**src/common/daoc_defs.vh**
```
/*
 * Constants for the dual converter output control block: register
 * offsets and fields, reset values, calibration and recovery timing.
 * Assumes a 25 MHz pclk; cycle counts are derived from that period.
 */
`ifndef DAOC_DEFS_VH
`define DAOC_DEFS_VH

// Register byte offsets
`define DAOC_REG_CTRL 8'h00
`define DAOC_REG_STATUS 8'h04
`define DAOC_REG_OFFSET 8'h08

// Control register fields and reset value
`define DAOC_CTRL_CORR_EN_BIT 0
`define DAOC_CTRL_RESET 32'h00000001

// Status register field positions
`define DAOC_STAT_PARALLEL_BIT 0
`define DAOC_STAT_TWOS_BIT 1
`define DAOC_STAT_GAIN_BIT 2
`define DAOC_STAT_STATE_LSB 4
`define DAOC_STAT_CAL_BUSY_BIT 8

// Offset register field positions
`define DAOC_OFFS_I_LSB 0
`define DAOC_OFFS_Q_LSB 16

// Sample code constants
`define DAOC_MIDSCALE 11'h200
`define DAOC_CODE_MAX 10'h3FF

// Offset calibration timing
`define DAOC_CAL_CYCLES 34
`define DAOC_CAL_SAMPLES 3
`define DAOC_CAL_FIRST 1

// Clock period and recovery times
`define DAOC_CLK_PERIOD 40
`define DAOC_STANDBY_TIME 800
`define DAOC_SLEEP_TIME 1000000
`define DAOC_STANDBY_CYCLES (`DAOC_STANDBY_TIME / `DAOC_CLK_PERIOD)
`define DAOC_SLEEP_CYCLES ((`DAOC_SLEEP_TIME / `DAOC_CLK_PERIOD) - 1)
// Edges from pin release to first new word, taken off the wake count
`define DAOC_WAKE_PIPE 16'h0005

`endif

```
**src/verilog/daoc_top.v**
```verilog
/*
 * Output control of a dual 10-bit sampling converter: sample capture,
 * offset self-correction, output coding, parallel or multiplexed bus,
 * channel phase flag, standby and deep-sleep sequencing, APB status.
 * Assumes raw converter codes arrive in the pclk domain, valid at the
 * falling edge; control pins are asynchronous and are synchronised.
 */
// The placing of the registers and the APB interface to the registers were left to the implementer.
// Summary of operation
// - One clock; samples taken on falling edge
// - Parallel layout: I and Q words together
// - Multiplexed: I/Q interleaved, Q bus low
// - Calibration trigger rising edge: 34-cycle sequence
// - Average three samples, subtract from later results
// - Format low binary, high two's complement
// - Format change may corrupt two conversions
// - Standby request alone enters standby state
// - Standby recovery within 800 nanoseconds
// - Deep sleep; recovery under 1 ms
// - Both requests high: deep sleep wins
// - Gain pin selects full-scale span
// - Bit 0 is LSB, bit 9 MSB
// - Parallel data valid after rising edge
// - Mux: flag high I data, low Q
// - Flag rises Q to I, falls I to Q
// - Parallel: flag rises on each new word
// - Parallel latency 2.5 clock cycles
// - Mux I latency 2.5 clock cycles
// - Mux Q latency 3 clock cycles
// - Both channels share one clock domain
`timescale 1ns/1ps
`include "daoc_defs.vh"

module daoc_top #(
  parameter SLEEP_CYCLES = `DAOC_SLEEP_CYCLES,
  parameter STANDBY_CYCLES = `DAOC_STANDBY_CYCLES
) (
  input wire pclk,
  input wire presetn,
  input wire clk_en,
  input wire psel,
  input wire penable,
  input wire pwrite,
  input wire [7:0] paddr,
  input wire [31:0] pwdata,
  output reg [31:0] prdata,
  output reg pready,
  output reg pslverr,
  input wire [9:0] i_sample_code,
  input wire [9:0] q_sample_code,
  input wire bus_layout_select,
  input wire offset_cal_trigger,
  input wire code_format_select,
  input wire standby_request,
  input wire deep_sleep_request,
  input wire gain_select,
  output wire [9:0] i_channel_word,
  output reg [9:0] q_channel_word,
  output wire channel_phase_flag,
  output reg core_gain_high,
  output reg core_standby,
  output reg core_deep_sleep,
  output reg cal_busy
);

  // Power state codes, one-hot
  localparam [3:0] ST_RUN = 4'h1;
  localparam [3:0] ST_STANDBY = 4'h2;
  localparam [3:0] ST_SLEEP = 4'h4;
  localparam [3:0] ST_RECOVER = 4'h8;
  // Control register image after reset
  localparam [31:0] CTRL_RESET = `DAOC_CTRL_RESET;

  //////////////////////////////////////////////////////////////////////
  // Helper functions

  // Subtract signed offset from a raw code, clamped to code range
  function [9:0] apply_offset;
    input [9:0] raw;
    input [10:0] offs;
    reg signed [12:0] diff;
    begin
      diff = $signed({3'h0, raw}) - $signed({{2{offs[10]}}, offs});
      if (diff < 0) begin
        apply_offset = 10'h000;
      end else if (diff > $signed({3'h0, `DAOC_CODE_MAX})) begin
        apply_offset = `DAOC_CODE_MAX;
      end else begin
        apply_offset = diff[9:0];
      end
    end
  endfunction

  // Binary to output coding: two's complement flips the MSB
  function [9:0] encode;
    input [9:0] code;
    input twos;
    begin
      encode = {code[9] ^ twos, code[8:0]};
    end
  endfunction

  // Calibration average less midscale, as a signed offset
  function [10:0] cal_offset;
    input [11:0] sum;
    reg [31:0] avg;
    begin
      avg = sum / `DAOC_CAL_SAMPLES;
      cal_offset = avg[10:0] - `DAOC_MIDSCALE;
    end
  endfunction

  //////////////////////////////////////////////////////////////////////
  // Pin synchronisers

  reg [5:0] pin_meta;
  reg [5:0] pin_sync;

  // Two flops per asynchronous control pin
  always @(posedge pclk or negedge presetn) begin
    if (!presetn) begin
      pin_meta <= 6'h00;
      pin_sync <= 6'h00;
    end else if (clk_en) begin
      pin_meta <= {gain_select, deep_sleep_request, standby_request,
                   code_format_select, offset_cal_trigger,
                   bus_layout_select};
      pin_sync <= pin_meta;
    end
  end

  wire layout_parallel = pin_sync[0];
  wire cal_pin = pin_sync[1];
  wire twos_sel = pin_sync[2];
  wire standby_req = pin_sync[3];
  wire sleep_req = pin_sync[4];
  wire gain_high = pin_sync[5];

  //////////////////////////////////////////////////////////////////////
  // Power state sequencing

  reg [3:0] pwr_state;
  reg [3:0] next_pwr_state;
  reg [15:0] rec_cnt;
  reg [15:0] next_rec_cnt;
  reg cal_pin_d;

  // Next power state and recovery count
  always @* begin
    next_pwr_state = pwr_state;
    next_rec_cnt = rec_cnt;
    case (pwr_state)
      ST_RUN: begin
        if (sleep_req) begin
          next_pwr_state = ST_SLEEP;
        end else if (standby_req) begin
          next_pwr_state = ST_STANDBY;
        end
      end
      ST_STANDBY: begin
        if (sleep_req) begin
          next_pwr_state = ST_SLEEP;
        end else if (!standby_req) begin
          next_pwr_state = ST_RECOVER;
          next_rec_cnt = STANDBY_CYCLES[15:0] - `DAOC_WAKE_PIPE;
        end
      end
      ST_SLEEP: begin
        if (!sleep_req) begin
          if (standby_req) begin
            next_pwr_state = ST_STANDBY;
          end else begin
            next_pwr_state = ST_RECOVER;
            next_rec_cnt = SLEEP_CYCLES[15:0] - `DAOC_WAKE_PIPE;
          end
        end
      end
      ST_RECOVER: begin
        if (sleep_req) begin
          next_pwr_state = ST_SLEEP;
        end else if (standby_req) begin
          next_pwr_state = ST_STANDBY;
        end else if (rec_cnt == 16'h0000) begin
          next_pwr_state = ST_RUN;
        end else begin
          next_rec_cnt = rec_cnt - 16'h0001;
        end
      end
      default: begin
        next_pwr_state = ST_RUN;
        next_rec_cnt = 16'h0000;
      end
    endcase
  end

  // Power state registers and core control outputs
  always @(posedge pclk or negedge presetn) begin
    if (!presetn) begin
      pwr_state <= ST_RUN;
      rec_cnt <= 16'h0000;
      core_standby <= 1'b0;
      core_deep_sleep <= 1'b0;
      core_gain_high <= 1'b0;
    end else if (clk_en) begin
      pwr_state <= next_pwr_state;
      rec_cnt <= next_rec_cnt;
      core_standby <= next_pwr_state == ST_STANDBY;
      core_deep_sleep <= next_pwr_state == ST_SLEEP;
      core_gain_high <= gain_high;
    end
  end

  wire running = pwr_state == ST_RUN;

  //////////////////////////////////////////////////////////////////////
  // Falling-edge sample capture, both channels on one clock

  reg [9:0] raw_i;
  reg [9:0] raw_q;

  // Sample both converters at the falling edge
  always @(negedge pclk or negedge presetn) begin
    if (!presetn) begin
      raw_i <= 10'h000;
      raw_q <= 10'h000;
    end else if (clk_en) begin
      raw_i <= i_sample_code;
      raw_q <= q_sample_code;
    end
  end

  //////////////////////////////////////////////////////////////////////
  // Offset calibration sequence

  reg [5:0] cal_cnt;
  reg [11:0] sum_i;
  reg [11:0] sum_q;
  reg [10:0] offs_i;
  reg [10:0] offs_q;
  wire cal_rise = cal_pin & ~cal_pin_d;
  wire take_sample = (cal_cnt >= `DAOC_CAL_FIRST) &&
    (cal_cnt < `DAOC_CAL_FIRST + `DAOC_CAL_SAMPLES);

  // Rising edge start, three samples summed, average less midscale kept as offset
  always @(posedge pclk or negedge presetn) begin
    if (!presetn) begin
      cal_pin_d <= 1'b0;
      cal_busy <= 1'b0;
      cal_cnt <= 6'h00;
      sum_i <= 12'h000;
      sum_q <= 12'h000;
      offs_i <= 11'h000;
      offs_q <= 11'h000;
    end else if (clk_en) begin
      cal_pin_d <= cal_pin;
      if (!cal_busy) begin
        if (cal_rise && running) begin
          cal_busy <= 1'b1;
          cal_cnt <= 6'h00;
          sum_i <= 12'h000;
          sum_q <= 12'h000;
        end
      end else begin
        if (take_sample) begin
          sum_i <= sum_i + {2'h0, raw_i};
          sum_q <= sum_q + {2'h0, raw_q};
        end
        if (cal_cnt == `DAOC_CAL_CYCLES - 1) begin
          cal_busy <= 1'b0;
          offs_i <= cal_offset(sum_i);
          offs_q <= cal_offset(sum_q);
        end else begin
          cal_cnt <= cal_cnt + 6'h01;
        end
      end
    end
  end

  //////////////////////////////////////////////////////////////////////
  // APB register file

  reg corr_en;
  wire apb_setup = psel & ~penable;
  wire apb_write = psel & penable & pwrite;
  wire addr_ok = (paddr == `DAOC_REG_CTRL) ||
    (paddr == `DAOC_REG_STATUS) || (paddr == `DAOC_REG_OFFSET);
  reg [31:0] rd_mux;

  // Read data selection
  always @* begin
    rd_mux = 32'h00000000;
    case (paddr)
      `DAOC_REG_CTRL: begin
        rd_mux[`DAOC_CTRL_CORR_EN_BIT] = corr_en;
      end
      `DAOC_REG_STATUS: begin
        rd_mux[`DAOC_STAT_PARALLEL_BIT] = layout_parallel;
        rd_mux[`DAOC_STAT_TWOS_BIT] = twos_sel;
        rd_mux[`DAOC_STAT_GAIN_BIT] = gain_high;
        rd_mux[`DAOC_STAT_STATE_LSB +: 4] = pwr_state;
        rd_mux[`DAOC_STAT_CAL_BUSY_BIT] = cal_busy;
      end
      `DAOC_REG_OFFSET: begin
        rd_mux[`DAOC_OFFS_I_LSB +: 11] = offs_i;
        rd_mux[`DAOC_OFFS_Q_LSB +: 11] = offs_q;
      end
      default: begin
        rd_mux = 32'h00000000;
      end
    endcase
  end

  // Zero-wait slave: answer prepared in the setup cycle
  always @(posedge pclk or negedge presetn) begin
    if (!presetn) begin
      prdata <= 32'h00000000;
      pready <= 1'b0;
      pslverr <= 1'b0;
      corr_en <= CTRL_RESET[`DAOC_CTRL_CORR_EN_BIT];
    end else if (clk_en) begin
      pready <= 1'b1;
      if (apb_setup) begin
        prdata <= pwrite ? 32'h00000000 : rd_mux;
        pslverr <= ~addr_ok;
      end
      if (apb_write && paddr == `DAOC_REG_CTRL) begin
        corr_en <= pwdata[`DAOC_CTRL_CORR_EN_BIT];
      end
    end
  end

  //////////////////////////////////////////////////////////////////////
  // Result pipeline: correction, coding, output

  reg [9:0] s1_i;
  reg [9:0] s1_q;
  reg [9:0] s2_i;
  reg [9:0] s2_q;
  reg [9:0] out_i;
  reg [9:0] q_hold;
  reg [9:0] q_late;
  reg pos_tog;
  reg neg_tog;

  // Rising-edge stages: 0.5, 1.5 and 2.5 cycles after the sample
  always @(posedge pclk or negedge presetn) begin
    if (!presetn) begin
      s1_i <= 10'h000;
      s1_q <= 10'h000;
      s2_i <= 10'h000;
      s2_q <= 10'h000;
      out_i <= 10'h000;
      q_hold <= 10'h000;
      q_channel_word <= 10'h000;
      pos_tog <= 1'b0;
    end else if (clk_en) begin
      s1_i <= corr_en ? apply_offset(raw_i, offs_i) : raw_i;
      s1_q <= corr_en ? apply_offset(raw_q, offs_q) : raw_q;
      s2_i <= encode(s1_i, twos_sel);
      s2_q <= encode(s1_q, twos_sel);
      if (running) begin
        out_i <= s2_i;
        q_hold <= s2_q;
        pos_tog <= ~pos_tog;
        if (layout_parallel) begin
          q_channel_word <= s2_q;
        end else begin
          q_channel_word <= 10'h000;
        end
      end
    end
  end

  // Falling-edge half: Q word 3 cycles after its sample
  always @(negedge pclk or negedge presetn) begin
    if (!presetn) begin
      q_late <= 10'h000;
      neg_tog <= 1'b0;
    end else if (clk_en) begin
      q_late <= q_hold;
      neg_tog <= pos_tog;
    end
  end

  // Flag high from rising to falling edge after each new word
  assign channel_phase_flag = pos_tog ^ neg_tog;

  // Mux layout: I while flag high, Q while low
  assign i_channel_word = (!layout_parallel && !channel_phase_flag) ?
    q_late : out_i;

endmodule // daoc_top

```
**config.mk**
```make
export PLATFORM = sky130hd
export DESIGN_NAME = daoc_top
export DESIGN_NICKNAME = d
export VERILOG_FILES = /design/src/verilog/daoc_top.v
export VERILOG_INCLUDE_DIRS = /design/src /design/src/common
export SDC_FILE = /design/constraint.sdc
export NUM_CORES = 1
export LEC_CHECK = 0
export BUFFER_PORTS_ARGS = -buffer_cell sky130_fd_sc_hd__buf_2
export CAP_MARGIN = 20
export CORE_ASPECT_RATIO = 1.4
export CORE_UTILIZATION = 40
export DETAILED_ROUTE_END_ITERATION = 10
export GPL_ROUTABILITY_DRIVEN = 1
export PLACE_DENSITY_LB_ADDON = 0.12
export SETUP_SLACK_MARGIN = 0.3
export SKIP_LAST_GASP = 1
export SYNTH_ARGS = -nofsm -noshare
export SYNTH_HDL_FRONTEND = slang
export SYNTH_SLANG_ARGS = --single-unit
export TNS_END_PERCENT = 5
```
**constraint.sdc**
```tcl
create_clock -name pclk -period 14 [get_ports pclk]
set_clock_uncertainty 0.05 [all_clocks]
set_input_delay 0 -clock pclk [delete_from_list [all_inputs] [get_ports pclk]]
set_output_delay 0 -clock pclk [all_outputs]
set_load 0.1 [all_outputs]
```
Word level (Yosys, flattened, before mapping) --
Cells that the tools add are included.
Word-level totals: input bits 72, output and inout bits 59, register bits 226, word-level logic and storage cells 138
Cells by class: bitwise gates (word level) 12, reductions and logical operators 18, divide/modulo/power cells 2, mux-type cells 44, equality and inequality tests 18, $add $sub $neg 8, magnitude comparators 6
Operators with widths (count):
- two-way mux 16 bit | 7
- two-way mux 10 bit | 8
- divider 12 x 2 -> 32 bit, second input constant | 2
- one-hot mux 16 bit (4 select lines) | 1
- two-way mux 12 bit | 5
- two-way mux 4 bit | 9
- two-way mux 27 bit | 1
- adder 12 x 10 -> 12 bit | 2
- > comparator 12 x 11 -> 1 bit, second input constant | 2
- less-than comparator 12 x 1 -> 1 bit, second input constant | 2
- subtractor 11 x 11 -> 12 bit | 2
- subtractor 11 x 10 -> 11 bit, second input constant | 2
- two-way mux 6 bit | 3
- logical NOT 16 bit | 1
- inequality test 2 bit, second input constant | 8
- one-hot mux 4 bit (4 select lines) | 1
- subtractor 16 x 1 -> 16 bit, second input constant | 1
- two-way mux 11 bit | 1
- one-hot mux 5 bit (2 select lines) | 1
- AND reduction 3 bit | 3
- AND reduction 9 bit | 1
- == test 4 x 2 -> 1 bit, second input constant | 2
- == test 4 x 3 -> 1 bit, second input constant | 2
- == test 8 x 3 -> 1 bit, second input constant | 1
- other kinds (21) | 40

Logic depth before layout (Yosys ltp) --
Gate-level depths: netlist of run 1.
depth after elaboration 6, gate-level depth with buffers 21, gate-level depth less buffers 17

==> results of run 1 <==
## layout make-up
class	count	area, sq um	area share
Multi-Input combinational cell	1089	7450	0.492
Sequential cell	216	5410	0.357
Timing Repair Buffer	114	681	0.0450
Tap cell	445	557	0.0368
Clock buffer	26	554	0.0366
Inverter	85	319	0.0211
Clock inverter	11	169	0.0112
## power by group
part           switching, mW  leakage, nW  total, mW  internal (mW)
Sequential             0.244         2.62       1.02          0.776
Clock                  0.249        0.340      0.606          0.357
Combinational           1.38         3.73       2.13          0.743
Total                   1.88         6.69       3.75           1.88
## per-stage QoR
| step | area, sq um | instances |
|---|---|---|
| finish | 15100 | 1986 |
| global route | 15100 | 1986 |
| CTS | 15100 | 1986 |
| detailed placement | 14300 | 1935 |
| global placement | 14300 | 1935 |
| floorplan | 13600 | 1494 |
## sequential cells by signal, indices dropped and copies added, names as in the netlist, 10 cells and up
name            count
offs_q             11
q_late             10
q_channel_word     10
raw_q              10
sum_i              12
prdata             22
raw_i              10
sum_q              12
rec_cnt            16
out_i              10
offs_i             11
s1_q               10
s1_i               10
s2_q               10
q_hold             10
s2_i               10
## cells in the mapped netlist, drive strengths merged, types with 18 or more instances
cell    number
nand3       30
inv         84
xor2        21
nor2       141
o21a        19
nor3        29
xnor2       31
ha          48
nor2b       18
a21oi       62
nand2      116
dfrtp      183
a22o        38
mux2        83
clkbuf      74
a31oi       26
nand2b      21
dfrtn       31
o21ai      123
buf         30
## critical path, delay by kind of cell (launching register included)
kind,cells,cell delay [ps]
AOI/OAI and AO/OA,9,1560
buffers and inverters,1,90
and+or+nand+nor,4,590
adders and majority gates,2,640
DFF,1,420
## worst paths after layout
check / startpoint / to / cells after the start
max in group asynchronous: presetn / raw_i[7] / 3
worst min-delay path: psel / pslverr / 5
worst max register to register: raw_i[0] / s1_i[9] / 16
worst min register to register: q_late[4] / q_late[4] / 1
worst max-delay path: raw_i[0] / s1_i[9] / 16
min in group asynchronous: presetn / q_channel_word[8] / 2
## per-layer routing
| layer | part of all wire | GRT usage |
|---|---|---|
| met1 | 0.44 | 0.261 |
| met2 | 0.49 | 0.354 |
| met3 | 0.044 | 0.0210 |
| met4 | 0.020 | 0.0560 |
| met5 | 0 | 0 |
## kinds of logic (layout without fill, tap and decap cells)
kind of cell,after synthesis,after routing,synth area share
flops,216,216,0.398
simple gates,447,447,0.161
xor+xnor,52,52,0.0341
other cells,1,10,0.000276
fa+ha+maj,55,55,0.0524
buf+inv,189,236,0.0573
compound gates,435,435,0.221
mux,90,90,0.0752
==> report_table.html, run 1 <==
<table>
<tr><th>Metric</th><th>Value</th></tr>
<tr><th colspan="2">Run status</th></tr>
<tr><td>Run status</td><td>finished, final reports clean</td></tr>
<tr><th colspan="2">Timing</th></tr>
<tr><td>Relative slew slack</td><td>0.301</td></tr>
<tr><td>Transition time at the pin with the least slew margin</td><td>1040 ps</td></tr>
<tr><td>RSZ-0062 raised after global routing</td><td>no</td></tr>
<tr><td>Fin worst setup slack</td><td>3520 ps</td></tr>
<tr><td>Final Hold Viols</td><td>0</td></tr>
<tr><td>Max Slew Vio Count</td><td>0</td></tr>
<tr><td>Sum of negative setup slack</td><td>0 ps</td></tr>
<tr><td>Number of setup violations in the final report</td><td>0</td></tr>
<tr><td>Final hold slack</td><td>75.1 ps</td></tr>
<tr><th colspan="2">Die</th></tr>
<tr><td>Top-Level Pins</td><td>131</td></tr>
<tr><td>Height of the die</td><td>220 um</td></tr>
<tr><td>Die area</td><td>34,700 sq um</td></tr>
<tr><td>Initial standard-cell utilization of the core</td><td>0.408</td></tr>
<tr><td>Core region area</td><td>33,300 sq um</td></tr>
<tr><td>Row cnt</td><td>79</td></tr>
<tr><td>DIE WIDTH</td><td>158 um</td></tr>
<tr><th colspan="2">Synth</th></tr>
<tr><td>Synthesized area per cell</td><td>9.15 sq um</td></tr>
<tr><td>Cells after Synth</td><td>between 1,000 and 1,500</td></tr>
<tr><td>Yosys Warn Count</td><td>0</td></tr>
<tr><td>Area of the mapped netlist</td><td>13,600 sq um</td></tr>
<tr><td>Share of the synthesized area in the top cell type</td><td>0.337</td></tr>
<tr><td>Share of synthesized area occupied by flip-flops and latches</td><td>0.398</td></tr>
<tr><td>Ys async rst share</td><td>1.00</td></tr>
<tr><td>Top area cells in the synthesized netlist</td><td>sky130_fd_sc_hd__dfrtp_1, sky130_fd_sc_hd__mux2_2, sky130_fd_sc_hd__dfrtn_1</td></tr>
<tr><td>Biggest area consumer among synthesized cells</td><td>sky130_fd_sc_hd__dfrtp_1</td></tr>
<tr><td>Library cells used by synthesis</td><td>approximately 100</td></tr>
<tr><td>Predominant post-synthesis flop cell</td><td>sky130_fd_sc_hd__dfrtp_1</td></tr>
<tr><td>Number of flops mapped to enable cells by yosys</td><td>0</td></tr>
<tr><td>Flops &amp; latches, synth</td><td>216</td></tr>
<tr><th colspan="2">GRT</th></tr>
<tr><td>Wire length of the first global-routing pass</td><td>56,500 um</td></tr>
<tr><td>Antenna violations before repair</td><td>0</td></tr>
<tr><td>Gr usage total</td><td>0.202</td></tr>
<tr><td>Pin count of the biggest net entering global routing</td><td>130</td></tr>
<tr><td>Vias in the first global route</td><td>10,700</td></tr>
<tr><td>Leftover overflow at the end of global routing</td><td>0</td></tr>
<tr><th colspan="2">Detailed routing</th></tr>
<tr><td>Detail Route Antenna Nets</td><td>0</td></tr>
<tr><td>Vias per std cell</td><td>5.63</td></tr>
<tr><td>Routed length per instance</td><td>17.4 um</td></tr>
<tr><td>Detailed Routing Iterations Pass 1</td><td>5</td></tr>
<tr><td>Routed via count</td><td>approximately 11,000</td></tr>
<tr><td>Starting DRT DRC Count</td><td>808</td></tr>
<tr><td>DRC violations left</td><td>0</td></tr>
<tr><td>Detailed-route wire length</td><td>34,600 um</td></tr>
<tr><th colspan="2">Clock tree</th></tr>
<tr><td>Post-CTS setup buffers</td><td>0</td></tr>
<tr><td>Insertion delay to the later sink of the worst-skew pair</td><td>roughly 520 ps</td></tr>
<tr><td>Total clock buffers created by CTS</td><td>21</td></tr>
<tr><td>Master cell of the clock root buffer</td><td>sky130_fd_sc_hd__clkbuf_16</td></tr>
<tr><td>Count of hold buffers inserted by post-cts repair</td><td>14</td></tr>
<tr><td>CTS H-tree lvls</td><td>1</td></tr>
<tr><td>Clk sink count</td><td>216</td></tr>
<tr><td>Clk slew on worst S/H paths</td><td>70 ps</td></tr>
<tr><td>Count of instances resized after the clock tree is built</td><td>0</td></tr>
<tr><td>Bufs on Longest Clock Path</td><td>3</td></tr>
<tr><td>TritonCTS clock tree</td><td>yes</td></tr>
<tr><th colspan="2">Placed design</th></tr>
<tr><td>Pre-CTS setup slack</td><td>3510 ps</td></tr>
<tr><td>Final weighted congestion in routability-driven placement</td><td>around 0.84</td></tr>
<tr><td># port buffers</td><td>89</td></tr>
<tr><td>Half-perimeter wire length after placement</td><td>24,500 um</td></tr>
<tr><th colspan="2">Worst setup path</th></tr>
<tr><td>Crit. End Element</td><td>flip-flop</td></tr>
<tr><td>Crit path kind</td><td>reg2reg</td></tr>
<tr><td>Slowest stage cell on the critical path</td><td>sky130_fd_sc_hd__a221o_1</td></tr>
<tr><td>Register-to-register setup slack</td><td>3520 ps</td></tr>
<tr><td>CP peak stage delay</td><td>460 ps</td></tr>
<tr><td>Critical path data required time</td><td>~14,000 ps</td></tr>
<tr><td>Arrival time worst endpoint</td><td>10,830 ps</td></tr>
<tr><td>Cells along the critical path</td><td>inv_1 -&gt; ha_1 -&gt; fa_1 -&gt; nor2b_1 -&gt; o21ai_0 -&gt; a21boi_0 -&gt; o21ai_0 -&gt; nand2b_1 -&gt; a21o_1 -&gt; a21o_1 -&gt; a21oi_1 -&gt; and3_1 -&gt; a221o_1 -&gt; nor2_1 -&gt; o221ai_1 -&gt; o21a_1</td></tr>
<tr><td>Worst-path fanout max</td><td>10</td></tr>
<tr><td>Critical path launch point type</td><td>flip-flop</td></tr>
<tr><th colspan="2">Power</th></tr>
<tr><td>Total power</td><td>3.75 mW</td></tr>
<tr><td>Power density normalized to cell area</td><td>~250 nW/um^2</td></tr>
<tr><td>Leakage power</td><td>6.69 nW</td></tr>
<tr><td>Worst voltage drop across the vdd grid</td><td>0.000213 V</td></tr>
<tr><th colspan="2">Cells and area</th></tr>
<tr><td>Number of nets in the layout</td><td>1,651</td></tr>
<tr><td>Leading cell type in the layout, fill and taps excluded</td><td>sky130_fd_sc_hd__dfrtp_1</td></tr>
<tr><td>Filler cell count in the final layout</td><td>3,251</td></tr>
<tr><td>Proportion of layout cells with a drive suffix above 1</td><td>0.162</td></tr>
<tr><td>Most used cells in the layout excluding fill and tap cells</td><td>sky130_fd_sc_hd__dfrtp_1, sky130_fd_sc_hd__nor2_1, sky130_fd_sc_hd__nand2_1</td></tr>
<tr><td>Antenna cells</td><td>0</td></tr>
<tr><td>Utilization after layout</td><td>0.454</td></tr>
<tr><td>Post-synthesis to final-layout area growth</td><td>11.4%</td></tr>
<tr><th colspan="2">Flow run</th></tr>
<tr><td>Max Cap Violations</td><td>0</td></tr>
<tr><th colspan="2">Worst hold path</th></tr>
<tr><td>Class of the most critical hold timing path</td><td>in2reg</td></tr>
</table>
No activity file was read; power rests on OpenSTA's default activity.
==> run 2, diff against run 1 <==
clock period = 10.5 ns   (was 14 ns; I/O delays follow)
==> run 2 against run 1 <==
Compared with the run above: sequential power rose by 33%; sequential share of layout area increased by 0.095 points; global-route usage shrank 0.11 points; register-to-register slack worse by 1700 ps.
==> report_table.html, run 2 (same netlist as run 1, synthesis figures left out) <==
<table>
<tr><th>Metric</th><th>Value</th></tr>
<tr><th colspan="2">Power</th></tr>
<tr><td>Leakage power</td><td>6.68 nW</td></tr>
<tr><td>Worst voltage drop across the vdd grid</td><td>0.000312 V</td></tr>
<tr><td>Power density normalized to cell area</td><td>329 nW/um^2</td></tr>
<tr><th colspan="2">Detailed routing</th></tr>
<tr><td>Detail Route Antenna Nets</td><td>0</td></tr>
<tr><td>DRC violations left</td><td>0</td></tr>
<tr><td>Detailed Routing Iterations Pass 1</td><td>8</td></tr>
<tr><td>Routed via count</td><td>11,100</td></tr>
<tr><td>Starting DRT DRC Count</td><td>836</td></tr>
<tr><td>Routed length per instance</td><td>17.4 um</td></tr>
<tr><td>Detailed-route wire length</td><td>between 30,000 and 40,000 um</td></tr>
<tr><td>Vias per std cell</td><td>roughly 5.6</td></tr>
<tr><th colspan="2">Worst setup path</th></tr>
<tr><td>Register-to-register setup slack</td><td>1820 ps</td></tr>
<tr><td>Cell family with most CP delay</td><td>compound AO/OA/AOI/OAI gates</td></tr>
<tr><td>Crit. End Element</td><td>flip-flop</td></tr>
<tr><td>First element of the critical path</td><td>raw_i[0]</td></tr>
<tr><td>Number of buffer and inverter instances along the worst setup path</td><td>1</td></tr>
<tr><td>Origin of the critical flop-to-flop path</td><td>raw_i[0]</td></tr>
<tr><td>Critical path launch point type</td><td>flip-flop</td></tr>
<tr><td>CP peak stage delay</td><td>~450 ps</td></tr>
<tr><td>Cells along the critical path</td><td>inv_1 -&gt; ha_1 -&gt; fa_1 -&gt; nor2b_1 -&gt; o21ai_0 -&gt; a21boi_0 -&gt; o21ai_0 -&gt; nand2b_1 -&gt; a21o_1 -&gt; a21o_1 -&gt; a21oi_1 -&gt; and3_1 -&gt; a221o_1 -&gt; nor2_1 -&gt; o221ai_1 -&gt; o21a_1</td></tr>
<tr><td>Critical Path Stages</td><td>16</td></tr>
<tr><td>Critical path data required time</td><td>10,850 ps</td></tr>
<tr><td>Worst reg2reg endpoint</td><td>s1_i[8]</td></tr>
<tr><td>Register-to-Register Path Depth</td><td>16</td></tr>
<tr><td>Arrival time worst endpoint</td><td>9030 ps</td></tr>
<tr><td>Slowest stage cell on the critical path</td><td>sky130_fd_sc_hd__a221o_1</td></tr>
<tr><td>Crit path kind</td><td>reg2reg</td></tr>
<tr><td>Worst-path fanout max</td><td>10</td></tr>
<tr><td>Capturing element of the worst setup path</td><td>s1_i[8]</td></tr>
<tr><th colspan="2">Cells and area</th></tr>
<tr><td>Registers with the most flip-flops</td><td>prdata: 22 flops, rec_cnt: 16 flops</td></tr>
<tr><td>Largest register FFs</td><td>22</td></tr>
<tr><td>Most used cells in the layout excluding fill and tap cells</td><td>sky130_fd_sc_hd__dfrtp_1, sky130_fd_sc_hd__nor2_1, sky130_fd_sc_hd__nand2_1</td></tr>
<tr><td>Most flops, register</td><td>prdata</td></tr>
<tr><td>Utilization after layout</td><td>0.453</td></tr>
<tr><td>Leading cell type in the layout, fill and taps excluded</td><td>sky130_fd_sc_hd__dfrtp_1</td></tr>
<tr><td>Post-synthesis to final-layout area growth</td><td>11.1%</td></tr>
<tr><td>Number of nets in the layout</td><td>around 1,700</td></tr>
<tr><td>Proportion of layout cells with a drive suffix above 1</td><td>0.162</td></tr>
<tr><td>Antenna cells</td><td>0</td></tr>
<tr><th colspan="2">GRT</th></tr>
<tr><td>Pin count of the biggest net entering global routing</td><td>76</td></tr>
<tr><td>Wire length of the first global-routing pass</td><td>56,000 um</td></tr>
<tr><td>Gr usage total</td><td>0.201</td></tr>
<tr><td>Vias in the first global route</td><td>10,600</td></tr>
<tr><td>Antenna violations before repair</td><td>0</td></tr>
<tr><td>Leftover overflow at the end of global routing</td><td>0</td></tr>
<tr><th colspan="2">Clock tree</th></tr>
<tr><td>Total clock buffers created by CTS</td><td>21</td></tr>
<tr><td>Insertion delay to the later sink of the worst-skew pair</td><td>520 ps</td></tr>
<tr><td>Post-CTS setup buffers</td><td>0</td></tr>
<tr><td>Clk slew on worst S/H paths</td><td>around 60 ps</td></tr>
<tr><td>Count of hold buffers inserted by post-cts repair</td><td>13</td></tr>
<tr><td>Clk sink count</td><td>about 220</td></tr>
<tr><td>Count of instances resized after the clock tree is built</td><td>0</td></tr>
<tr><td>Bufs on Longest Clock Path</td><td>3</td></tr>
<tr><td>CTS H-tree lvls</td><td>1</td></tr>
<tr><td>TritonCTS clock tree</td><td>yes</td></tr>
<tr><td>Master cell of the clock root buffer</td><td>sky130_fd_sc_hd__clkbuf_16</td></tr>
<tr><th colspan="2">Die</th></tr>
<tr><td>Core region area</td><td>between 30,000 and 40,000 sq um</td></tr>
<tr><td>Row cnt</td><td>79</td></tr>
<tr><td>DIE WIDTH</td><td>158 um</td></tr>
<tr><td>Height of the die</td><td>220 um</td></tr>
<tr><td>Initial standard-cell utilization of the core</td><td>0.408</td></tr>
<tr><td>Top-Level Pins</td><td>131</td></tr>
<tr><td>Die area</td><td>34,700 sq um</td></tr>
<tr><th colspan="2">Flow run</th></tr>
<tr><td>Max Cap Violations</td><td>0</td></tr>
<tr><th colspan="2">Timing</th></tr>
<tr><td>Transition time at the pin with the least slew margin</td><td>~1100 ps</td></tr>
<tr><td>Fin worst setup slack</td><td>1820 ps</td></tr>
<tr><td>Number of setup violations in the final report</td><td>0</td></tr>
<tr><td>RSZ-0062 raised after global routing</td><td>no</td></tr>
<tr><td>Final Hold Viols</td><td>0</td></tr>
<tr><td>Relative slew slack</td><td>0.270</td></tr>
<tr><td>Max Slew Vio Count</td><td>0</td></tr>
<tr><td>Sum of negative setup slack</td><td>0 ps</td></tr>
<tr><th colspan="2">Placed design</th></tr>
<tr><td>Final weighted congestion in routability-driven placement</td><td>0.853</td></tr>
<tr><td>Half-perimeter wire length after placement</td><td>24,500 um</td></tr>
<tr><td>Pre-CTS setup slack</td><td>1820 ps</td></tr>
<tr><td># port buffers</td><td>89</td></tr>
<tr><th colspan="2">Worst hold path</th></tr>
<tr><td>Class of the most critical hold timing path</td><td>in2async</td></tr>
<tr><th colspan="2">Run status</th></tr>
<tr><td>Run status</td><td>finished, final reports clean</td></tr>
</table>
run 2: final cells by class:
| cell class | count | area, sq um |
|---|---|---|
| Clock buffer | 31 | 603 |
| Clock inverter | 6 | 82.6 |
| Fill cell | 3242 | 18200 |
| Inverter | 85 | 319 |
| Multi-Input combinational cell | 1089 | 7450 |
| Sequential cell | 216 | 5410 |
| Tap cell | 445 | 557 |
| Timing Repair Buffer | 114 | 678 |
run 2: worst min path at each step:
stage                       start                 to  depth (start not counted)
after floorplan           presetn           cal_busy                          0
after global placement    presetn  q_channel_word[8]                          1
after detailed placement  presetn  q_channel_word[6]                          1
after CTS                 presetn            s2_q[2]                          2
after global routing      presetn         prdata[24]                          2
final                     presetn            s2_q[6]                          2
run 2: layer usage:
layer,part of all wire,vias to the layer above,track usage,routed length (um)
met4,0.019,0,0.0573,653
met3,0.035,41,0.0173,1220
met1,0.45,5355,0.265,15700
met2,0.49,228,0.348,17000
met5,0,-,0,0
li1,-,5472,-,-
run 2: report_power, final:
part,switching (mW),internal (mW),total (mW)
logic,1.84,0.990,2.83
clock network,0.323,0.447,0.770
registers,0.329,1.03,1.36
total,2.49,2.47,4.97
run 2: stage by stage:
step                cell area, sq um  hold WS [ps]  std cells  power [mW]
floorplan                      13600          -346       1494        3.63
global placement               14300         -40.5       1936        4.15
detailed placement             14300         -39.0       1936        4.18
CTS                            15100          24.7       1986        4.98
global route                   15100          64.0       1986        5.35
finish                         15100          1.70       1986        4.97
